`src/hw/tcln_consts.svh`:
```
`ifndef TCLN_CONSTS_SVH
`define TCLN_CONSTS_SVH
// Summary of operation
// - characters are 7-bit ASCII, even parity, two stops
// - bit notify to bit area touches one bit
// - word area notifications are whole-word writes
// - momentary input clears other word bits
// - word access to bit area needs 16-aligned start
// - timers and counters take word writes only
// - other word areas take bit and word notifies
// - BCD or binary, global or per memory table
// - binary representation is sent without conversion

// ----------------------------------------------------------------
// clock and character format
// ----------------------------------------------------------------
`define TCLN_CLK_HZ      200000000
`define TCLN_BAUD_LO     9600
`define TCLN_BAUD_HI     19200
`define TCLN_DATA_BITS   7
`define TCLN_STOP_BITS   2
`define TCLN_FRAME_BITS  11
`define TCLN_RX_BITS     10

// ----------------------------------------------------------------
// command framing
// ----------------------------------------------------------------
`define TCLN_FRAME_CHARS 4'h9
`define TCLN_CH_BITWR    7'h42
`define TCLN_CH_WORDWR   7'h57
`define TCLN_ALIGN_LSB   4'h0
`define TCLN_BUF_DEPTH   2'h2
`endif

```
`src/hw/tcln_pkg.sv`:
```
package tcln_pkg;
    typedef enum logic [1:0] {
        TCLN_AREA_BIT  = 2'b00,
        TCLN_AREA_WORD = 2'b01,
        TCLN_AREA_TC   = 2'b10
    } tcln_area_e;

    typedef struct packed {
        tcln_area_e  area;
        logic        word_op;
        logic [15:0] dev_num;
        logic [3:0]  bit_idx;
        logic        bit_val;
        logic [15:0] value;
        logic        momentary;
        logic        tbl_ovr;
        logic        tbl_bcd;
    } tcln_req_s;

    typedef struct packed {
        logic        word_wr;
        logic [15:0] addr;
        logic [15:0] data;
    } tcln_cmd_s;

    typedef enum logic [0:0] {
        TCLN_TX_IDLE = 1'b0,
        TCLN_TX_SEND = 1'b1
    } tcln_tx_e;

    typedef enum logic [1:0] {
        TCLN_RX_IDLE  = 2'b00,
        TCLN_RX_START = 2'b01,
        TCLN_RX_DATA  = 2'b10
    } tcln_rx_e;
endpackage

```
`src/hw/tcln_notify.sv`:
```
`timescale 1ns/10ps
`include "tcln_consts.svh"

module tcln_notify #(
    parameter logic [15:0] DIV_LO = 16'(`TCLN_CLK_HZ / `TCLN_BAUD_LO),
    parameter logic [15:0] DIV_HI = 16'(`TCLN_CLK_HZ / `TCLN_BAUD_HI)
) (
    // clock and reset
    input  wire logic                mclk_in,
    input  wire logic                resetn_in,
    // configuration
    input  wire logic                baud_hi_in,
    input  wire logic                global_bcd_in,
    // notification requests
    input  wire logic                req_valid_in,
    input  tcln_pkg::tcln_req_s      req_in,
    output logic                     req_ready_out,
    output logic                     req_reject_out,
    // serial link
    output logic                     txd_out,
    input  wire logic                rxd_in,
    // received characters
    output logic                     rx_valid_out,
    output logic [6:0]               rx_char_out,
    output logic                     rx_err_out
);

    // ----------------------------------------------------------------
    // helpers
    // ----------------------------------------------------------------
    function automatic logic [15:0] bcd_to_bin(input logic [15:0] v);
        bcd_to_bin = ({12'h000, v[15:12]} * 16'h03E8) + ({12'h000, v[11:8]} * 16'h0064)
                   + ({12'h000, v[7:4]} * 16'h000A) + {12'h000, v[3:0]};
    endfunction

    function automatic logic [6:0] hex_char(input logic [3:0] n);
        hex_char = (n < 4'hA) ? (7'h30 + {3'h0, n}) : (7'h37 + {3'h0, n});
    endfunction

    function automatic logic [6:0] frame_char(input tcln_pkg::tcln_cmd_s c,
                                              input logic [3:0] i);
        logic [31:0] f;
        f = {c.addr, c.data};
        if (i == 4'h0) begin
            frame_char = c.word_wr ? `TCLN_CH_WORDWR : `TCLN_CH_BITWR;
        end else begin
            frame_char = hex_char(f[(4'h8 - i) * 4 +: 4]);
        end
    endfunction

    // ----------------------------------------------------------------
    // request decode
    // ----------------------------------------------------------------
    wire logic        use_bcd   = req_in.tbl_ovr ? req_in.tbl_bcd : global_bcd_in;
    wire logic [15:0] num_val   = use_bcd ? bcd_to_bin(req_in.value) : req_in.value;
    wire logic [15:0] bit_mask  = 16'h0001 << req_in.bit_idx;
    wire logic [15:0] set_word  = req_in.bit_val ? bit_mask : 16'h0000;
    wire logic [15:0] merged    = (req_in.value & ~bit_mask) | set_word;
    wire logic [15:0] bitop_wd  = req_in.momentary ? set_word : merged;
    wire logic        misalign  = req_in.dev_num[3:0] != `TCLN_ALIGN_LSB;
    wire logic        bad_bit   = req_in.area == tcln_pkg::TCLN_AREA_BIT
                                  && req_in.word_op && misalign;
    wire logic        bad_tc    = req_in.area == tcln_pkg::TCLN_AREA_TC
                                  && !req_in.word_op;
    wire logic        bad_area  = req_in.area == 2'b11;
    wire logic        reject    = bad_bit || bad_tc || bad_area;
    wire logic        single    = req_in.area == tcln_pkg::TCLN_AREA_BIT
                                  && !req_in.word_op;

    tcln_pkg::tcln_cmd_s new_cmd;
    always_comb begin
        new_cmd.addr = req_in.dev_num;
        if (single) begin
            new_cmd.word_wr = 1'b0;
            new_cmd.data    = {15'h0000, req_in.bit_val};
        end else if (req_in.word_op) begin
            new_cmd.word_wr = 1'b1;
            new_cmd.data    = num_val;
        end else begin
            new_cmd.word_wr = 1'b1;
            new_cmd.data    = bitop_wd;
        end
    end

    // ----------------------------------------------------------------
    // two-entry command buffer
    // ----------------------------------------------------------------
    tcln_pkg::tcln_cmd_s buf_q [2];
    logic                wr_ptr_q;
    logic                rd_ptr_q;
    logic [1:0]          count_q;
    logic                pop;

    wire logic take = req_valid_in && req_ready_out;
    wire logic push = take && !reject;
    assign req_ready_out  = count_q != `TCLN_BUF_DEPTH;
    assign req_reject_out = take && reject;

    always_ff @(posedge mclk_in or negedge resetn_in) begin
        if (!resetn_in) begin
            wr_ptr_q <= 1'b0;
            rd_ptr_q <= 1'b0;
            count_q  <= 2'h0;
        end else begin
            wr_ptr_q <= wr_ptr_q ^ push;
            rd_ptr_q <= rd_ptr_q ^ pop;
            count_q  <= count_q + {1'b0, push} - {1'b0, pop};
        end
    end

    always_ff @(posedge mclk_in) begin
        if (push) begin
            buf_q[wr_ptr_q] <= new_cmd;
        end
    end

    // ----------------------------------------------------------------
    // transmitter
    // ----------------------------------------------------------------
    wire logic [15:0] div = baud_hi_in ? DIV_HI : DIV_LO;

    tcln_pkg::tcln_tx_e  tx_st_q;
    tcln_pkg::tcln_cmd_s tx_cmd_q;
    logic [3:0]          chr_idx_q;
    logic [3:0]          bit_idx_q;
    logic [15:0]         tx_cnt_q;
    logic [10:0]         tx_sh_q;

    wire logic [6:0]  nxt_chr   = frame_char(tx_cmd_q, chr_idx_q);
    wire logic [10:0] nxt_frame = {2'b11, ^nxt_chr, nxt_chr, 1'b0};
    wire logic [6:0]  first_chr = frame_char(buf_q[rd_ptr_q], 4'h0);
    wire logic [10:0] first_frm = {2'b11, ^first_chr, first_chr, 1'b0};
    wire logic        bit_end   = tx_cnt_q == div - 16'h0001;
    wire logic        chr_end   = bit_end && bit_idx_q == 4'(`TCLN_FRAME_BITS - 1);
    wire logic        frm_end   = chr_end && chr_idx_q == `TCLN_FRAME_CHARS;
    assign pop = tx_st_q == tcln_pkg::TCLN_TX_IDLE && count_q != 2'h0;

    always_ff @(posedge mclk_in or negedge resetn_in) begin
        if (!resetn_in) begin
            tx_st_q   <= tcln_pkg::TCLN_TX_IDLE;
            tx_cmd_q  <= '0;
            chr_idx_q <= 4'h0;
            bit_idx_q <= 4'h0;
            tx_cnt_q  <= 16'h0000;
            tx_sh_q   <= 11'h7FF;
        end else begin
            case (tx_st_q)
                tcln_pkg::TCLN_TX_IDLE: begin
                    if (pop) begin
                        tx_st_q   <= tcln_pkg::TCLN_TX_SEND;
                        tx_cmd_q  <= buf_q[rd_ptr_q];
                        tx_sh_q   <= first_frm;
                        chr_idx_q <= 4'h1;
                        bit_idx_q <= 4'h0;
                        tx_cnt_q  <= 16'h0000;
                    end
                end
                tcln_pkg::TCLN_TX_SEND: begin
                    tx_cnt_q <= bit_end ? 16'h0000 : tx_cnt_q + 16'h0001;
                    if (frm_end) begin
                        tx_st_q <= tcln_pkg::TCLN_TX_IDLE;
                        tx_sh_q <= 11'h7FF;
                    end else if (chr_end) begin
                        tx_sh_q   <= nxt_frame;
                        chr_idx_q <= chr_idx_q + 4'h1;
                        bit_idx_q <= 4'h0;
                    end else if (bit_end) begin
                        tx_sh_q   <= {1'b1, tx_sh_q[10:1]};
                        bit_idx_q <= bit_idx_q + 4'h1;
                    end
                end
                default: begin
                    tx_st_q <= tcln_pkg::TCLN_TX_IDLE;
                end
            endcase
        end
    end

    assign txd_out = tx_sh_q[0];

    // ----------------------------------------------------------------
    // receiver
    // ----------------------------------------------------------------
    tcln_pkg::tcln_rx_e rx_st_q;
    logic [15:0]        rx_cnt_q;
    logic [3:0]         rx_bit_q;
    logic [9:0]         rx_sh_q;
    logic               rx_done_q;

    wire logic       rx_half   = rx_cnt_q == {1'b0, div[15:1]};
    wire logic       rx_full   = rx_cnt_q == div - 16'h0001;
    wire logic       rx_last   = rx_full && rx_bit_q == 4'(`TCLN_RX_BITS - 1);
    wire logic [9:0] rx_word   = {rxd_in, rx_sh_q[9:1]};
    wire logic       rx_bad    = (^rx_sh_q[7:0]) || !(&rx_sh_q[9:8]);

    always_ff @(posedge mclk_in or negedge resetn_in) begin
        if (!resetn_in) begin
            rx_st_q   <= tcln_pkg::TCLN_RX_IDLE;
            rx_cnt_q  <= 16'h0000;
            rx_bit_q  <= 4'h0;
            rx_sh_q   <= 10'h000;
            rx_done_q <= 1'b0;
        end else begin
            rx_done_q <= 1'b0;
            case (rx_st_q)
                tcln_pkg::TCLN_RX_IDLE: begin
                    rx_cnt_q <= 16'h0000;
                    if (!rxd_in) begin
                        rx_st_q <= tcln_pkg::TCLN_RX_START;
                    end
                end
                tcln_pkg::TCLN_RX_START: begin
                    rx_cnt_q <= rx_cnt_q + 16'h0001;
                    if (rx_half) begin
                        rx_cnt_q <= 16'h0000;
                        rx_bit_q <= 4'h0;
                        rx_st_q  <= rxd_in ? tcln_pkg::TCLN_RX_IDLE : tcln_pkg::TCLN_RX_DATA;
                    end
                end
                tcln_pkg::TCLN_RX_DATA: begin
                    rx_cnt_q <= rx_full ? 16'h0000 : rx_cnt_q + 16'h0001;
                    if (rx_full) begin
                        rx_sh_q  <= rx_word;
                        rx_bit_q <= rx_bit_q + 4'h1;
                    end
                    if (rx_last) begin
                        rx_done_q <= 1'b1;
                        rx_st_q   <= tcln_pkg::TCLN_RX_IDLE;
                    end
                end
                default: begin
                    rx_st_q <= tcln_pkg::TCLN_RX_IDLE;
                end
            endcase
        end
    end

    always_ff @(posedge mclk_in or negedge resetn_in) begin
        if (!resetn_in) begin
            rx_valid_out <= 1'b0;
            rx_err_out   <= 1'b0;
            rx_char_out  <= 7'h00;
        end else begin
            rx_valid_out <= rx_done_q && !rx_bad;
            rx_err_out   <= rx_done_q && rx_bad;
            if (rx_done_q && !rx_bad) begin
                rx_char_out <= rx_sh_q[6:0];
            end
        end
    end

endmodule

```
`config.mk`:
```
export PLATFORM = sky130hd
export DESIGN_NAME = tcln_notify
export DESIGN_NICKNAME = d
export VERILOG_FILES = /design/src/hw/tcln_pkg.sv /design/src/hw/tcln_notify.sv
export VERILOG_INCLUDE_DIRS = /design/src /design/src/hw
export SDC_FILE = /design/constraint.sdc
export NUM_CORES = 1
export LEC_CHECK = 0
export ABC_AREA = 1
export BUFFER_PORTS_ARGS = -buffer_cell sky130_fd_sc_hd__buf_2
export CAP_MARGIN = 5
export CORE_ASPECT_RATIO = 0.9
export CORE_MARGIN = 2
export CORE_UTILIZATION = 55
export CTS_BUF_LIST = sky130_fd_sc_hd__clkbuf_8 sky130_fd_sc_hd__clkbuf_16
export DETAILED_ROUTE_END_ITERATION = 8
export GPL_TIMING_DRIVEN = 1
export PLACE_DENSITY = 0.84
export SYNTH_ARGS = -nofsm -noshare
export SYNTH_HDL_FRONTEND = slang
export SYNTH_SLANG_ARGS = --single-unit
```
`constraint.sdc`:
```
create_clock -name mclk_in -period 6.9 [get_ports mclk_in]
set_input_delay 1.035 -clock mclk_in [delete_from_list [all_inputs] [get_ports mclk_in]]
set_output_delay 1.035 -clock mclk_in [all_outputs]
set_load 0.005 [all_outputs]
```
==> results of run 1 <==
per-layer routing:
layer	GRT usage, %	vias up	part of all wire [%]
met2	40.1	394	49
li1	-	4335	-
met1	30.0	4309	41
met5	0	-	0
met4	9.60	0	2.9
met3	3.89	76	6.8
worst paths after layout:
path,end,slack [ns],cells after the start
setup / recovery,buf_q[0][12]$_DFFE_PP_,1.66,24
hold / removal,tx_cmd_q[4]$_DFFE_PN0P_,0.48,2
setup reg to reg,tx_sh_q[8]$_DFFE_PN1P_,3.53,19
hold reg to reg,tx_cmd_q[4]$_DFFE_PN0P_,0.48,2
max in group asynchronous,rd_ptr_q$_DFF_PN0_,4.99,2
min in group asynchronous,rx_err_out$_DFF_PN0_,0.60,1
power groups by stage:
| stage | sequential (W) | clock (W) | combinational [W] |
|---|---|---|---|
| global placement | 0.00126 | 0 | 0.000767 |
| floorplan | 0.00125 | 0 | 0.000595 |
| global route | 0.00125 | 0.00104 | 0.000928 |
| detailed placement | 0.00126 | 0 | 0.000804 |
| finish | 0.00124 | 0.000978 | 0.000822 |
| CTS | 0.00124 | 0.000998 | 0.000813 |
worst reg2reg max path: cells and delay by family (launching register included):
family / cells / cell delay, ns
AOI/OAI and AO/OA: 1 / 0.13
adders and majority gates: 2 / 0.88
DFF: 1 / 0.33
and+or+nand+nor: 12 / 1.18
buffers and inverters: 4 / 0.78
logic make-up (layout without fill, tap and decap cells):
family / count (synthesis) / in the layout / share of synthesized area [%]
adder cells (fa/ha/maj): 86 / 86 / 10.8
buffers and inverters: 254 / 311 / 8.83
multiplexers: 11 / 11 / 1.08
AO/OA/AOI/OAI: 246 / 246 / 13.3
flip-flops: 179 / 179 / 43.1
AND/OR/NAND/NOR: 436 / 436 / 18.7
XOR/XNOR: 54 / 54 / 4.29
through the flow:
step | util (%) | cells | instance area, sq um | worst slack (ns)
detailed placement | 58.5 | 1546 | 11700 | 1.28
CTS | 61.5 | 1578 | 12300 | 1.73
global placement | 58.5 | 1546 | 11700 | 1.40
floorplan | - | 1266 | 11200 | 1.75
global route | 61.5 | 1578 | 12300 | 1.35
finish | 61.5 | 1578 | 12300 | 1.66
layout by cell type (no fill, tap or decap), drive strengths merged, types with 2 or more instances in the layout:
master / instances
ha: 69
a211oi: 5
a21o: 2
nor3b: 2
o21ai: 104
dfrtp: 104
inv: 221
o221ai: 5
a21oi: 47
o32ai: 3
nor4: 7
o31ai: 5
nor2: 76
nand4: 20
dfstp: 9
o21a: 7
a311oi: 3
o22ai: 13
mux2i: 2
o211ai: 32
nand2: 208
nand3b: 2
a31oi: 8
xor2: 29
mux2: 9
a22oi: 2
fa: 17
a32o: 2
xnor2: 25
buf: 66
edfxtp: 66
clkbuf: 17
o311ai: 2
nand3: 84
nor3: 34
clkinv: 6
flip-flops by register name, summed over array words and instances (netlist names), 4 cells and up:
signal       count
tx_cnt_q        16
chr_idx_q        4
buf_q           66
rx_bit_q         4
tx_cmd_q        33
tx_sh_q          9
bit_idx_q        4
rx_char_out      7
rx_sh_q         10
rx_cnt_q        16
synthesized netlist by cell type (25+ instances only):
cell type                  number  area [sq um]
sky130_fd_sc_hd__a21oi_1       46           230
sky130_fd_sc_hd__clkbuf_1      25          93.8
sky130_fd_sc_hd__dfrtp_1      104          2600
sky130_fd_sc_hd__edfxtp_1      66          1980
sky130_fd_sc_hd__ha_1          69           863
sky130_fd_sc_hd__inv_1        193           724
sky130_fd_sc_hd__nand2_1      193           724
sky130_fd_sc_hd__nand3_1       76           380
sky130_fd_sc_hd__nor2_1        69           259
sky130_fd_sc_hd__nor3_1        31           155
sky130_fd_sc_hd__o211ai_1      32           240
sky130_fd_sc_hd__o21ai_0       98           490
sky130_fd_sc_hd__xnor2_1       25           219
sky130_fd_sc_hd__xor2_1        28           245
cell type report:
cell class,count,share of cell area [%]
multi-input combinational,833,43.9
sequential,179,39.2
inverter,213,6.51
clock buffer,17,3.46
timing repair buffer,66,2.83
tap,255,2.60
clock inverter,15,1.47
==> metrics list, run 1 <==
- At the later pin of the worst-skew pair, clock insertion delay measures 0.44 ns.
- Number of enable-type register cells in the synthesized netlist: 66
* Post-Synthesis Net Count: 1401
* Number of violations reported at the end of detailed-routing iteration 0: 716
* Number of diodes added for antenna fixing: 0
- In the final layout, the multi-input gates occupy 5390 sq um.
- Combinational logic is responsible for 27.1% of the overall power.
* Worst path slowest cell: sky130_fd_sc_hd__fa_1
- Sequential cells account for 40.8% of the total power.
* Required @ worst endpoint: 7.13 ns
- Gr usage total: 23.5%
- Slew Viols, Final: 0
* Switching share of total power: 33.8%
* Dominant cell type by count on the critical path: sky130_fd_sc_hd__inv_1
- Routability-driven placement finished with a final weighted congestion of 0.925.
* Count of vias placed by the detailed router: 9114
* Fin Clk Skew: 0.00952 ns
* Proportion of synthesized chip area in sequential cells: 43.1%
- Max-capacitance violation count: 0
- Portion of total power attributed to the clock network: 32.2%
- Worst hold margin: 0.483 ns
* Lkg Pwr: 5.56 nW
- Wires add up to 24500 um.
- Clock-pin slew was measured on the worst setup and hold paths at 0.07 ns.
* Number of synthesized register bits: 179
* Count of warnings emitted by yosys: 0
- A synthesized cell averages 8.84 sq um.
- Counting every sink on the clock net gives 179.
- In the routed design, unresolved DRC markers number 0.
- The floorplan step set the die width to 154 um.
* Number of global-route vias before repair: 8769
- Total CTS buffers: 17
* Category of the most critical setup path: in2reg
- Worst Setup SP: req_in[16]
* Highest fanout seen on the critical path: 5
- Switching power of the nets: 0.00103 W
* Number of input and output port buffers inserted: 60
- Area growth, synth to finish: 9.76%
- The number of setup buffers added after CTS is 0.
- Clk buf depth: 2
* Worst supply voltage drop on vdd: 191 uV
- The post-route netlist has 13.2% of its cells at a drive strength greater than 1.
- The number of antenna violations at the first check in global routing is 0.
* Sequential cell area: 4820 sq um
* Total Power Consumption: 0.00304 W
- Once detailed placement completed, the half-perimeter wirelength came to 17600 um.
- Synthesis handed over a netlist of 1266 instances.
- CTS tree: yes
- Once detail routing completed, the nets flagged for antenna violations numbered 0.
- Before antenna repair, the detailed router went through 5 iterations.
- For the pin with the worst max-slew slack, the measured transition is 0.966 ns.
- Grt ovf: 0
* Number of nets in the final layout: 1445
- Hold-fix buffers, CTS: 0
* Setup repair after global routing missed its margin: no
- For this run, the leading register cell type out of synthesis is sky130_fd_sc_hd__dfrtp_1.
- Signal arrival time at the worst endpoint: 5.47 ns
* Cts repair resizes: 0
- In this run the worst hold path is classified as reg2reg.
- Detail-routed via count per cell: 5.78
* Result of the run: finished clean
* Clock root buffer: sky130_fd_sc_hd__clkbuf_16
- The total count of hold-check failures in the final report came to 0.
- The floorplan step defined a die boundary enclosing 21500 sq um.
- Core outline area: 20000 sq um
* Int Power: 0.00201 W
- In the final routed layout, each cell accounts on average for 15.5 um.
- Power per Cell Area: 247 nW/um^2
* Kind of start point of the critical path: input port
* Sum Neg Setup Slack: 0 ns
- In this run the count of I/O pins placed on the die edge is 61.
- Largest net degree at the start of global routing: 68
* Final period utilization: 76.0%
- Initial Utilization: 56.0%
* Maximum clock rate: 191 MHz
- Delay of the slowest cell on the worst path: 0.60 ns
* Final worst path period need: 5.24 ns
- CP Buf/Inv Count: 6
* Std-Cell Rows: 49
- Critical path's top delay family: adder cells
- After filler insertion, the fill cell instance count of the layout stands at 1625.
* Area of the mapped netlist: 11200 sq um
- STA classifies the critical path endpoint as a flop.
* Series of cell instances along the critical path: buf_2 -> fa_1 -> inv_1 -> fa_1 -> inv_1 -> ha_1 -> a21oi_1 -> nand2_1 -> xnor2_1 -> inv_1 -> ha_1 -> ha_1 -> ha_1 -> inv_1 -> o21ai_0 -> a31oi_1 -> o21ai_0 -> nand2_1 -> nand2_1 -> a21oi_1 -> inv_1 -> nand2_1 -> nand3_1 -> a311oi_1
- In this run the number of H-tree levels came out at 4.
- Proportion of register bits with asynchronous set or reset after synthesis: 63.1%
- Final Setup Violations: 0
* Global-route wire length before repair: 41000 um
* Die height: 139 um
- Worst relative slew slack: 34.8%
- Worst Min Path Start: tx_cmd_q[4]$_DFFE_PN0P_
- The netlist uses 65 different library cells.
- The worst register-to-register path begins at chr_idx_q[0]$_DFFE_PN0P_.
Note: power is estimated with default switching activity, not from simulation.
==> run 2, diff against run 1 <==
--- a/config.mk
+++ b/config.mk
@@ -6,7 +6,7 @@
 export SDC_FILE = /design/constraint.sdc
 export NUM_CORES = 1
 export LEC_CHECK = 0
-export ABC_AREA = 1
+export ABC_AREA = 0
 export BUFFER_PORTS_ARGS = -buffer_cell sky130_fd_sc_hd__buf_2
 export CAP_MARGIN = 5
 export CORE_ASPECT_RATIO = 0.9
==> constraint.sdc (replaced) <==
create_clock -name mclk_in -period 5.1 [get_ports mclk_in]
set_input_delay 0.765 -clock mclk_in [delete_from_list [all_inputs] [get_ports mclk_in]]
set_output_delay 0.765 -clock mclk_in [all_outputs]
set_load 0.005 [all_outputs]
==> run 2 against run 1 <==
Die area fell by 6.9%. Register-to-register slack got worse by 2.0 ns. Total power rose by 23%. Setup slack got worse by 1.1 ns. Flip-flop and latch count did not move.
==> metrics list, run 2 <==
- Counting the fill cells in the layout gives 1475.
- Hpwl dp: 14500 um
- After floorplanning, the core was sized to cover 18500 sq um.
- Final Hold Violating Endpoints: 0
- Maximum clock rate: 219 MHz
* GPL Wtd Cong: 0.917
* Worst hold margin: 0.472 ns
* Most frequent standard cell in the layout excluding fill and tap cells: sky130_fd_sc_hd__nand2_1
* Delay of the slowest cell on the worst path: 0.60 ns
- Synthesized area divided by synthesized cell count: 10.3 sq um
- Hold-fix buffers, CTS: 0
* Number of input and output port buffers inserted: 60
* Area of the die: 20000 sq um
- By count the netlist is led by sky130_fd_sc_hd__nand2_1, sky130_fd_sc_hd__dfrtp_1, sky130_fd_sc_hd__o21ai_0.
- Adding up every negative setup slack in the final design gives 0 ns.
* Largest registers: buf_q x66, tx_cmd_q x33
- The tree built by TritonCTS fans out to 179 sinks.
- After synthesis, the netlist uses 59 different library cells.
- The first TritonRoute pass finished after 5 iterations.
* Clock Pin Slew Worst Setup and Hold Paths: 0.07 ns
- The tool flagged a number of max-cap violations equal to 0.
- Counting along the longest clock path gives a buffer depth of 2.
- For this block, the initial DRC count from the detailed router was 533.
* Number of global-route vias before repair: 7533
* Fin Clk Skew: 0.00987 ns
- The worst pin sits at a relative slew slack of 33.7%.
- Worst supply voltage drop on vdd: 249 uV
* Dominant cell type by count on the critical path: sky130_fd_sc_hd__ha_1
- Clock root buffer: sky130_fd_sc_hd__clkbuf_16
- Fraction of post-synthesis cell area in the top cell type by area: 25.0%
- Gr usage total: 21.7%
* Proportion of register bits with asynchronous set or reset after synthesis: 63.1%
* Number of instances in the synthesized netlist: 1011
- Entering global routing, the biggest net connects 77 pins.
- Number of design rule violations left after detail routing: 0
- Leaving out fill and tap cells, the most frequent cells in the layout are sky130_fd_sc_hd__nand2_1, sky130_fd_sc_hd__dfrtp_1, sky130_fd_sc_hd__o21ai_0.
* Die boundary width: 149 um
- The register with the most flip-flops in the layout has 66 of them.
* Cts repair resizes: 0
- Dividing total power by cell area gives a power density of 323 nW/um^2.
- In this run the post-CTS setup repair buffer count came out at 0.
* Sequential cell area: 4820 sq um
* Critical R2R Launch: chr_idx_q[0]$_DFFE_PN0P_
- Most instantiated library cell after synthesis: sky130_fd_sc_hd__nand2_1
- Among all stages on the critical path, the largest delay is contributed by sky130_fd_sc_hd__fa_1.
* Total wire length after detailed routing: 20400 um
- Across all layers, the routed design uses 7545 vias.
- More flip-flops sit in one register than any other, and that register is buf_q.
- Number of enable-type register cells in the synthesized netlist: 66
- Count of warnings emitted by yosys: 0
- Yosys top cell by area: sky130_fd_sc_hd__dfrtp_1
* Insertion delay to the later sink of the worst-skew pair: 0.44 ns
- Data on the critical path is required at its endpoint by 5.27 ns.
- Top-level port count: 61
- The count of pins over their slew limit came to 0.
* Grt ovf: 0
* Global-route wire length before repair: 34900 um
* Cell count after placement: 1288
- For this run, the leading register cell type out of synthesis is sky130_fd_sc_hd__dfrtp_1.
- Depth of the worst register-to-register path: 13
- The run finished with clean final reports.
* FF-to-FF setup slack: 1.57 ns
* Ranking of synthesized cells by area: sky130_fd_sc_hd__dfrtp_1, sky130_fd_sc_hd__edfxtp_1, sky130_fd_sc_hd__ha_1
- Count of placed standard cells in the final layout, fillers left out: 1320
- Initial Utilization: 56.4%
- In the routed layout, each cell is associated on average with a via count of 5.72.
* Final cell area excluding filler cells: 11500 sq um
* Final period utilization: 89.7%
* Multi-input gate area: 5220 sq um
* Ratio of cells with drive above 1 in the final layout: 13.2%
- Total CTS buffers: 17
- The number of antenna violations at the first check in global routing is 0.
- Relative to the synthesized area, the layout overhead comes to 10.7%.
* Final ANT Viol Nets: 0
- In this run the cell area of the synthesized design comes to 10400 sq um.
- The endpoint identified for the worst register-to-register timing path is tx_sh_q[8]$_DFFE_PN1P_.
- After detailed routing, the average wire length per cell comes to 15.4 um.
* Std-Cell Rows: 47
* Kind of start point of the critical path: input port
- Number of diodes added for antenna fixing: 0
* Post-Synthesis Net Count: 1146
- Placement-stage cell area: 10900 sq um
* Final Setup Violations: 0
- Series of cell instances along the critical path: buf_2 -> fa_1 -> inv_1 -> fa_1 -> inv_1 -> ha_1 -> a21o_1 -> a21oi_1 -> xnor2_1 -> ha_1 -> ha_1 -> ha_1 -> a21oi_1 -> o21ai_0 -> a31oi_1 -> xnor2_1 -> o21ai_0
- At the pin with the least slew margin, the transition time is 0.995 ns.
- Number of nets in the final layout: 1197
* Setup repair after global routing missed its margin: no
- The critical path is of the in2reg type.
* Class of the worst hold path: in2async
- H-tree levels: 4
* Die height: 134 um
- Signal arrival time at the worst endpoint: 4.74 ns
- Lkg Pwr: 4.97 nW
* Highest fanout seen on the critical path: 6
- TritonCTS built the clock tree.
- Number of synthesized register bits: 179
* Proportion of synthesized chip area in sequential cells: 46.3%
* Final worst path period need: 4.57 ns
- Type of destination of the critical path: flop
- Total Power Consumption: 0.00372 W
## run 2: through the flow
stage,utilization (%),setup WS [ns]
floorplan,-,0.513
global placement,59.3,0.210
detailed placement,59.3,0.0720
CTS,62.4,0.527
global route,62.4,0.206
finish,62.4,0.527
## run 2: logic make-up (layout without fill, tap and decap cells)
group | Yosys count | count (layout) | share of synthesized area [%]
multiplexers | 67 | 67 | 7.73
XOR/XNOR | 54 | 54 | 4.54
adder cells (fa/ha/maj) | 86 | 86 | 11.6
AND/OR/NAND/NOR | 327 | 327 | 15.3
buffers and inverters | 97 | 161 | 3.64
flip-flops | 179 | 179 | 46.3
AO/OA/AOI/OAI | 201 | 201 | 10.9
## run 2: per-layer routing
| metal | vias to the layer above | routed length, um | GRT usage [%] |
|---|---|---|---|
| li1 | 3663 | - | - |
| met4 | 0 | 359 | 7.14 |
| met1 | 3639 | 8870 | 27.7 |
| met2 | 213 | 10100 | 37.0 |
| met3 | 30 | 1040 | 4.83 |
| met5 | - | 0 | 0 |
## run 2: worst max-delay path, delay by kind of cell
kind | cells | cell delay [ns]
compound gates | 6 | 1.04
xor+xnor | 2 | 0.29
fa+ha+maj | 6 | 2.35
buf+inv | 3 | 0.28
## run 2: worst max path at each step
stage / startpoint / to / slack (ns) / depth (start not counted)
floorplan: req_in[16] / buf_q[0][13]$_DFFE_PP_ / 0.51 / 16
global placement: req_in[16] / buf_q[0][13]$_DFFE_PP_ / 0.21 / 17
detailed placement: req_in[16] / buf_q[0][13]$_DFFE_PP_ / 0.07 / 17
CTS: req_in[16] / buf_q[0][13]$_DFFE_PP_ / 0.53 / 17
global route: req_in[16] / buf_q[0][13]$_DFFE_PP_ / 0.21 / 17
finish: req_in[16] / buf_q[0][13]$_DFFE_PP_ / 0.53 / 17
## run 2: cell type report
| cell class | instances | share of cell area, % |
|---|---|---|
| well taps | 245 | 2.66 |
| inverters | 60 | 1.96 |
| multi-input cells | 735 | 45.4 |
| clock buffers | 18 | 3.81 |
| repair buffers | 69 | 3.22 |
| clock inverters | 14 | 1.13 |
| flip-flops and latches | 179 | 41.9 |
## run 2: power by group
part	internal, W	switching [W]	total (W)
clock	0.000660	0.000595	0.00126
combinational	0.000342	0.000476	0.000817
sequential	0.00162	0.0000334	0.00165
total	0.00262	0.00110	0.00372
